$ cat config.mk
export PLATFORM = sky130hd
export DESIGN_NAME = lvds_seven_to_one_serializer
export DESIGN_NICKNAME = d
export VERILOG_FILES = /design/src/shared/lvds_serializer_pkg.sv /design/src/rtl/lvds_seven_to_one_serializer.sv
export SDC_FILE = /design/constraint.sdc
export NUM_CORES = 1
export LEC_CHECK = 0
export BUFFER_PORTS_ARGS = -buffer_cell sky130_fd_sc_hd__buf_2
export CORE_ASPECT_RATIO = 1.5
export CORE_MARGIN = 2
export CORE_UTILIZATION = 30
export DETAILED_ROUTE_END_ITERATION = 6
export SYNTH_ARGS = -nofsm -noshare
export SYNTH_HDL_FRONTEND = slang
export SYNTH_SLANG_ARGS = --single-unit
$ cat constraint.sdc
create_clock -name ref_clk -period 6.56 [get_ports ref_clk]
set_input_delay 0.656 -clock ref_clk [delete_from_list [all_inputs] [get_ports ref_clk]]
set_output_delay 0.656 -clock ref_clk [all_outputs]
set_load 0.01 [all_outputs]
$ cat src/shared/lvds_serializer_pkg.sv
// constants, map and types of the 28-bit to 4-lane 7:1 pixel serializer
// assumes a 250 MHz sampling clock, well above the pixel rate
package lvds_serializer_pkg;

   localparam int LANE_COUNT = 4;
   localparam int SLOT_COUNT = 7;
   localparam int PIXEL_BITS = 28;
   localparam int FWD_HIGH_SLOTS = 4;
   localparam int CLK_FREQ_MHZ = 250;

   // pixel clock period window and spread-spectrum depths
   localparam int PER_MIN_PS = 7400;
   localparam int PER_MAX_NS = 100;
   localparam int SSC_DEPTH_30K_PCT = 8;
   localparam int SSC_DEPTH_50K_PCT = 6;
   localparam int SSC_DEPTH_PCT = (SSC_DEPTH_30K_PCT > SSC_DEPTH_50K_PCT) ?
      SSC_DEPTH_30K_PCT : SSC_DEPTH_50K_PCT;
   localparam int PER_MIN_CYC_INT = (PER_MIN_PS * CLK_FREQ_MHZ + 999999) / 1000000;
   localparam int PER_LOW_INT = (PER_MIN_CYC_INT > SLOT_COUNT) ? PER_MIN_CYC_INT : SLOT_COUNT;
   localparam int PER_HIGH_INT = (PER_MAX_NS * CLK_FREQ_MHZ / 1000) * (100 + SSC_DEPTH_PCT) / 100;
   localparam logic [7:0] PER_LOW = 8'(PER_LOW_INT);
   localparam logic [7:0] PER_HIGH = 8'(PER_HIGH_INT);
   localparam logic [7:0] SLOT_STEP = 8'(SLOT_COUNT);

   // enable and disable times
   localparam int LOCK_TIME_NS = 6000;
   localparam int LOCK_CYCLES_INT = LOCK_TIME_NS * CLK_FREQ_MHZ / 1000;
   localparam logic [10:0] LOCK_CYCLES = 11'(LOCK_CYCLES_INT);
   localparam int DIS_TIME_NS = 7;
   localparam int DIS_CYC_RAW = DIS_TIME_NS * CLK_FREQ_MHZ / 1000;
   localparam int DIS_CYCLES = (DIS_CYC_RAW < 1) ? 1 : DIS_CYC_RAW;

   typedef logic [PIXEL_BITS-1:0] pixel_t;
   typedef logic [4:0] bit_index_t;

   // parallel bit sent in each slot, per lane
   localparam bit_index_t SLOT_MAP [0:SLOT_COUNT-1][0:LANE_COUNT-1] = '{
      '{5'h01, 5'h09, 5'h14, 5'h05},
      '{5'h00, 5'h08, 5'h13, 5'h1B},
      '{5'h07, 5'h12, 5'h1A, 5'h17},
      '{5'h06, 5'h0F, 5'h19, 5'h11},
      '{5'h04, 5'h0E, 5'h18, 5'h10},
      '{5'h03, 5'h0D, 5'h16, 5'h0B},
      '{5'h02, 5'h0C, 5'h15, 5'h0A}
   };

   // link side pins
   typedef struct packed {
      logic [LANE_COUNT-1:0] serialLaneOut;
      logic forwardedLinkClock;
      logic linkOeN;
      logic laneValid;
   } link_out_t;

   // whole state of the serializer
   typedef struct packed {
      logic clkS1;
      logic clkS2;
      logic clkPrev;
      logic selS1;
      logic selS2;
      logic sdnS1;
      logic sdnS2;
      pixel_t dataS1;
      pixel_t dataS2;
      pixel_t dataPrev;
      logic [7:0] perCnt;
      logic [7:0] perMeas;
      logic [7:0] acc;
      logic [2:0] slot;
      logic [LANE_COUNT-1:0][SLOT_COUNT-1:0] words;
      logic [10:0] lockCnt;
      logic locked;
      link_out_t out;
   } state_t;

endpackage

$ cat src/rtl/lvds_seven_to_one_serializer.sv
// 28-bit to 4-lane 7:1 pixel serializer with forwarded link clock
// assumes pixel clock, data, select and shutdown pins are asynchronous to ref_clk
// Behaviour
// - tolerate 8% spread at 30 kHz
// - tolerate 6% spread at 50 kHz
// - seven slots whose lengths differ by one cycle at most, slot 0 at clock rise
// - slot 0 lanes carry bits 1,9,20,5
// - slot 1 lanes carry bits 0,8,19,27
// - slot 2 lanes carry bits 7,18,26,23
// - slot 3 lanes carry bits 6,15,25,17
// - slot 4 lanes carry bits 4,14,24,16
// - slot 5 lanes carry bits 3,13,22,11
// - slot 6 lanes carry bits 2,12,21,10
// - link clock high four of seven slots
// - lock then valid data after shutdown release
// - shutdown floats the link clock output quickly
// - capture edge chosen by edge-select level
`timescale 1ns/100ps

module lvds_seven_to_one_serializer (
   // clock and reset
   input wire logic ref_clk,
   input wire logic rst_n,
   // parallel pixel side
   input wire logic pixelClockIn,
   input wire lvds_serializer_pkg::pixel_t parallelPixelBits,
   input wire logic captureEdgeSelect,
   input wire logic shutdownN,
   // serial link side
   output lvds_serializer_pkg::link_out_t linkOut
);
   import lvds_serializer_pkg::*;

   // shutdown must float the outputs within this many cycles of the synced level
   localparam int DIS_BOUND = DIS_CYCLES;

   logic [1:0] rstPipe;
   logic rstSync;
   state_t st;
   state_t next_st;
   logic riseSeen;
   logic fallSeen;
   logic pixEdge;
   logic periodGood;
   logic stalled;
   logic [7:0] slotSum;
   pixel_t heldPixel;
   logic [3:0] quietCnt;

   // reset release through two flops
   always_ff @(posedge ref_clk or negedge rst_n) begin
      if (!rst_n) begin
         rstPipe <= 2'h0;
      end else begin
         rstPipe <= {rstPipe[0], 1'b1};
      end
   end
   assign rstSync = rstPipe[1];

   // edge detection on the synchronised pixel clock
   assign riseSeen = st.clkS2 & ~st.clkPrev;
   assign fallSeen = ~st.clkS2 & st.clkPrev;
   assign pixEdge = st.selS2 ? riseSeen : fallSeen;
   assign stalled = (st.perCnt > PER_HIGH);
   assign slotSum = st.acc + SLOT_STEP;

   // next state
   always_comb begin
      next_st = st;
      periodGood = 1'b0;
      // two-flop synchronisers for every pin
      // data shares the clock's latency, so the word captured is the one before the edge
      next_st.clkS1 = pixelClockIn;
      next_st.clkS2 = st.clkS1;
      next_st.clkPrev = st.clkS2;
      next_st.selS1 = captureEdgeSelect;
      next_st.selS2 = st.selS1;
      next_st.sdnS1 = shutdownN;
      next_st.sdnS2 = st.sdnS1;
      next_st.dataS1 = parallelPixelBits;
      next_st.dataS2 = st.dataS1;
      next_st.dataPrev = st.dataS2;

      // period is re-measured every pixel period to follow spread spectrum
      // a count above PER_HIGH means the pixel clock has stopped
      if (pixEdge) begin
         next_st.perMeas = (st.perCnt == 8'hFF) ? st.perCnt : st.perCnt + 8'h01;
         next_st.perCnt = 8'h00;
      end else if (st.perCnt != 8'hFF) begin
         next_st.perCnt = st.perCnt + 8'h01;
      end
      periodGood = (next_st.perMeas >= PER_LOW) && (next_st.perMeas <= PER_HIGH);

      // slot timing: slot k starts at ceil(k*period/7) cycles after the edge
      // the phase accumulator spreads the remainder so slots differ by one cycle at most
      if (!st.sdnS2) begin
         next_st.slot = 3'h0;
         next_st.acc = 8'h00;
         next_st.words = '0;
      end else if (pixEdge) begin
         next_st.slot = 3'h0;
         next_st.acc = 8'h00;
         for (int s = 0; s < SLOT_COUNT; s++) begin
            for (int l = 0; l < LANE_COUNT; l++) begin
               next_st.words[l][s] = st.dataPrev[SLOT_MAP[s][l]];
            end
         end
      end else if (st.slot != 3'(SLOT_COUNT - 1)) begin
         if (slotSum >= st.perMeas) begin
            next_st.slot = st.slot + 3'h1;
            next_st.acc = slotSum - st.perMeas;
         end else begin
            next_st.acc = slotSum;
         end
      end

      // lock: stable period for the lock time, entered only at a pixel edge
      // any bad period or stall restarts the whole lock time
      if (!st.sdnS2 || stalled || (pixEdge && !periodGood)) begin
         next_st.locked = 1'b0;
         next_st.lockCnt = 11'h000;
      end else if (st.lockCnt != LOCK_CYCLES) begin
         next_st.lockCnt = st.lockCnt + 11'h001;
      end else if (pixEdge) begin
         next_st.locked = 1'b1;
      end

      // registered pin values
      next_st.out.linkOeN = ~st.sdnS2;
      next_st.out.laneValid = next_st.locked;
      next_st.out.forwardedLinkClock =
         next_st.locked && (next_st.slot < 3'(FWD_HIGH_SLOTS));
      for (int l = 0; l < LANE_COUNT; l++) begin
         next_st.out.serialLaneOut[l] =
            next_st.locked & next_st.words[l][next_st.slot];
      end
   end

   // state register
   always_ff @(posedge ref_clk or negedge rstSync) begin
      if (!rstSync) begin
         st <= '0;
         st.out.linkOeN <= 1'b1;
      end else begin
         st <= next_st;
      end
   end

   assign linkOut = st.out;

   // copy of the loaded pixel, read only by the checks below
   always_ff @(posedge ref_clk or negedge rstSync) begin
      if (!rstSync) begin
         heldPixel <= '0;
      end else if (pixEdge && st.sdnS2) begin
         heldPixel <= st.dataPrev;
      end
   end

   // cycles spent in shutdown, saturating, read only by the checks below
   always_ff @(posedge ref_clk or negedge rstSync) begin
      if (!rstSync) begin
         quietCnt <= 4'h0;
      end else if (st.sdnS2) begin
         quietCnt <= 4'h0;
      end else if (quietCnt != 4'hF) begin
         quietCnt <= quietCnt + 4'h1;
      end
   end
endmodule

==> results_dict.tcl <==
set metrics [dict create \
    status "complete, no violations" \
    seq_area_frac_synth 0.646 \
    postSynthAreaPerCell_um2 12.1 \
    grt_pass1_wl_um 20000 \
    cp-start-kind "flop" \
    synth-compound-area-share 0.102 \
    hold_slack_ps 335 \
    first_global_vias 4136 \
    synth_edf_count 0 \
    yosys.area_share.simple 0.131 \
    synthArstFlopShare 1.00 \
    cts_buffers 17 \
    worst_pin_slew_ps 1120 \
    fin_util 0.353 \
    rsz0062_at_grt "false" \
    nFillCells 2010 \
    busiest_layer "met2" \
    grt_use_met2 0.202 \
    dpl.hpwl_um 8160 \
    clk_latency_ps 420 \
    yosysWarnings 0 \
    synth-main-ff-cell "dfrtp_1" \
    track_usage 0.114 \
    setup_viol 0 \
    core_um2 21100 \
    holdPathStages 1 \
    critical_path.cell_chain "inv_1 -> ha_1 -> nand2b_1 -> nand4_1 -> xnor2_1 -> ha_1 -> nand2_1 -> nor2_1 -> o21a_1 -> o21ai_1 -> a211oi_4 -> mux2i_1 -> a22oi_1 -> o211a_1" \
    slew_viol_final 0 \
    row_count 65 \
    cts-resized-gates 0 \
    fin_nets 615 \
    dr_total_vias 3883 \
    crit_cells 14 \
    cts_tree "built" \
    synth.distinct_cells 60 \
    synth_xor_area_frac 0.0272 \
    path_delay_family "compound AO/OA/AOI/OAI gates" \
    rr_worst_depth 14 \
    area_growth_syn_to_layout_pct 15.7 \
    yosys.area_share.adder 0.0303 \
    hold_viol 0 \
    antenna_found_initial 0 \
    postCtsSetupRepairBufs 0 \
    fin_skew_ps 7.96 \
    dieArea_um2 22700 \
    fmax_mhz 292 \
    gp_congestion 0.837 \
    final_cells 848 \
    clkTransAtPathRegs_ps 70 \
    pin_count 40 \
    grt-ovfl-total 0 \
    layout_common_cells "dfrtp_1 (164), nand2_1 (76), a21oi_1 (45)" \
    p_leak_nw 3.40 \
    relSlewSlack 0.254 \
    cts_root_buf "clkbuf_16" \
    cellPowerDensity_nw_per_um2 402 \
    finalPower_w 0.00299 \
    grt_max_degree 96 \
    cp.required_ps 6870 \
    period_minus_slack_ps 3430 \
    slowest_delay_ps 610 \
    layout_commonest_cell "dfrtp_1" \
    cts.sinks 166 \
    period_share 0.522 \
    synthCells 531 \
    clk_path_buf_depth 2 \
    worstPathMaxFanout 16 \
    synthesis.nets 579 \
    vdd_drop_max_mv 0.156 \
    synthMuxAreaShare 0.0301 \
    drc 0 \
    cpMaxStageDelayCell "a211oi_4" \
    post_drt_wl_per_cell_um 14.0 \
    gr-usage-met1 0.127 \
    end_kind "flop" \
    htreeDepth 4 \
    num_antenna_cells 0 \
    start_util 0.305 \
    numPlacedInstances 815 \
    portBuffers 39 \
    path_common_cell "ha_1" \
    worstSetupPathType "reg2reg" \
    crit_buf_inv 1 \
    syn_area_um2 6430 \
    via_per_inst 4.58 \
    synth-seq-cells 166 \
    tns_ps 0 \
    hold_class "in2reg" \
    wl_um 11800 \
    drt_iter0_drc 242 \
    firstDrtPassIters 4 \
    drv_cap 0 \
    critPathArrivalTime_ps 3730 \
    synth_top_family_by_area "simple AND/OR/NAND/NOR gates" \
    drive_gt1_frac 0.162 \
    die_w_um 124 \
    ant_nets 0 \
    die_height_um 183 \
    grtUsageMet3 0.0233 \
]
[report_power, final]
part | total, W | internal, W | switching, W
combinational | 0.000811 | 0.000340 | 0.000471
sequential | 0.00118 | 0.00111 | 0.0000708
clock | 0.00100 | 0.000585 | 0.000419
[what timing repair did]
action	CTS	global route
endpoints found under the setup margin	0	0
hold buffers	1	0
hold endpoints to repair	2	0
[final cells by class]
cell class	count	area, µm²	share of cell area
flip-flops and latches	166	4160	0.559
multi-input cells	324	2060	0.277
clock buffers	19	443	0.0595
well taps	268	335	0.0451
repair buffers	42	220	0.0296
clock inverters	13	160	0.0215
inverters	16	60.1	0.00807
[synth_stat cells, drive strengths merged, types with 2 or more instances]
library cell  number  share of area
o211a              4         0.0062
xor2              11          0.015
mux2               3         0.0053
a31oi              4         0.0049
mux2i             16          0.025
a311oi             2         0.0054
and3               2         0.0019
nor2              32          0.020
clkbuf             7         0.0041
nand4              8         0.0078
nand3b             2         0.0023
ha                14          0.027
nand2b             9         0.0088
nand3             11         0.0093
and4               5         0.0068
inv               16         0.0093
nor3               8         0.0070
and2               5         0.0053
o21a               4         0.0047
a22oi              4         0.0068
or3                3         0.0029
xnor2              9          0.012
o211ai             5         0.0058
a211oi             5         0.0078
o21ai             16          0.014
a21o               2         0.0023
and4b              2         0.0031
buf               18          0.020
nand2             79          0.049
dfrtp            165           0.64
a21oi             47          0.038
[sequential cells by signal (all words and copies together), names as in the netlist]
signal   flops
next_st     60
st          97
linkOut      7
rstPipe      2
[per-layer routing]
| layer | share of wire | up-vias |
|---|---|---|
| li1 | - | 1883 |
| met1 | 0.40 | 1907 |
| met2 | 0.55 | 77 |
| met3 | 0.028 | 16 |
| met4 | 0.028 | 0 |
| met5 | 0 | - |
[worst paths after layout]
check / startpoint / to / slack, ps
worst min-delay path: pixelClockIn / next_st[163] / 330
worst max register to register: st[50] / linkOut[3] / 3130
worst min register to register: next_st[106] / next_st[78] / 340
min in group asynchronous: rstPipe[1] / next_st[163] / 460
max in group asynchronous: rstPipe[1] / st[13] / 4420
worst max-delay path: st[50] / linkOut[3] / 3130
[metrics by stage]
step                worst slack [ps]  cell area [µm²]
finish                          3130             7440
global route                    2790             7440
CTS                             3130             7440
detailed placement              3130             6830
global placement                3270             6830
floorplan                       1590             6430
[cells by family (layout without fill, tap and decap cells)]
| group | after synthesis | in the layout |
|---|---|---|
| flip-flops | 166 | 166 |
| other | 1 | 1 |
| AO/OA/AOI/OAI | 98 | 98 |
| XOR/XNOR | 20 | 20 |
| AND/OR/NAND/NOR | 171 | 171 |
| buffers and inverters | 41 | 90 |
| adder cells (fa/ha/maj) | 15 | 15 |
| multiplexers | 19 | 19 |
Note: power is estimated with default switching activity, not from simulation.
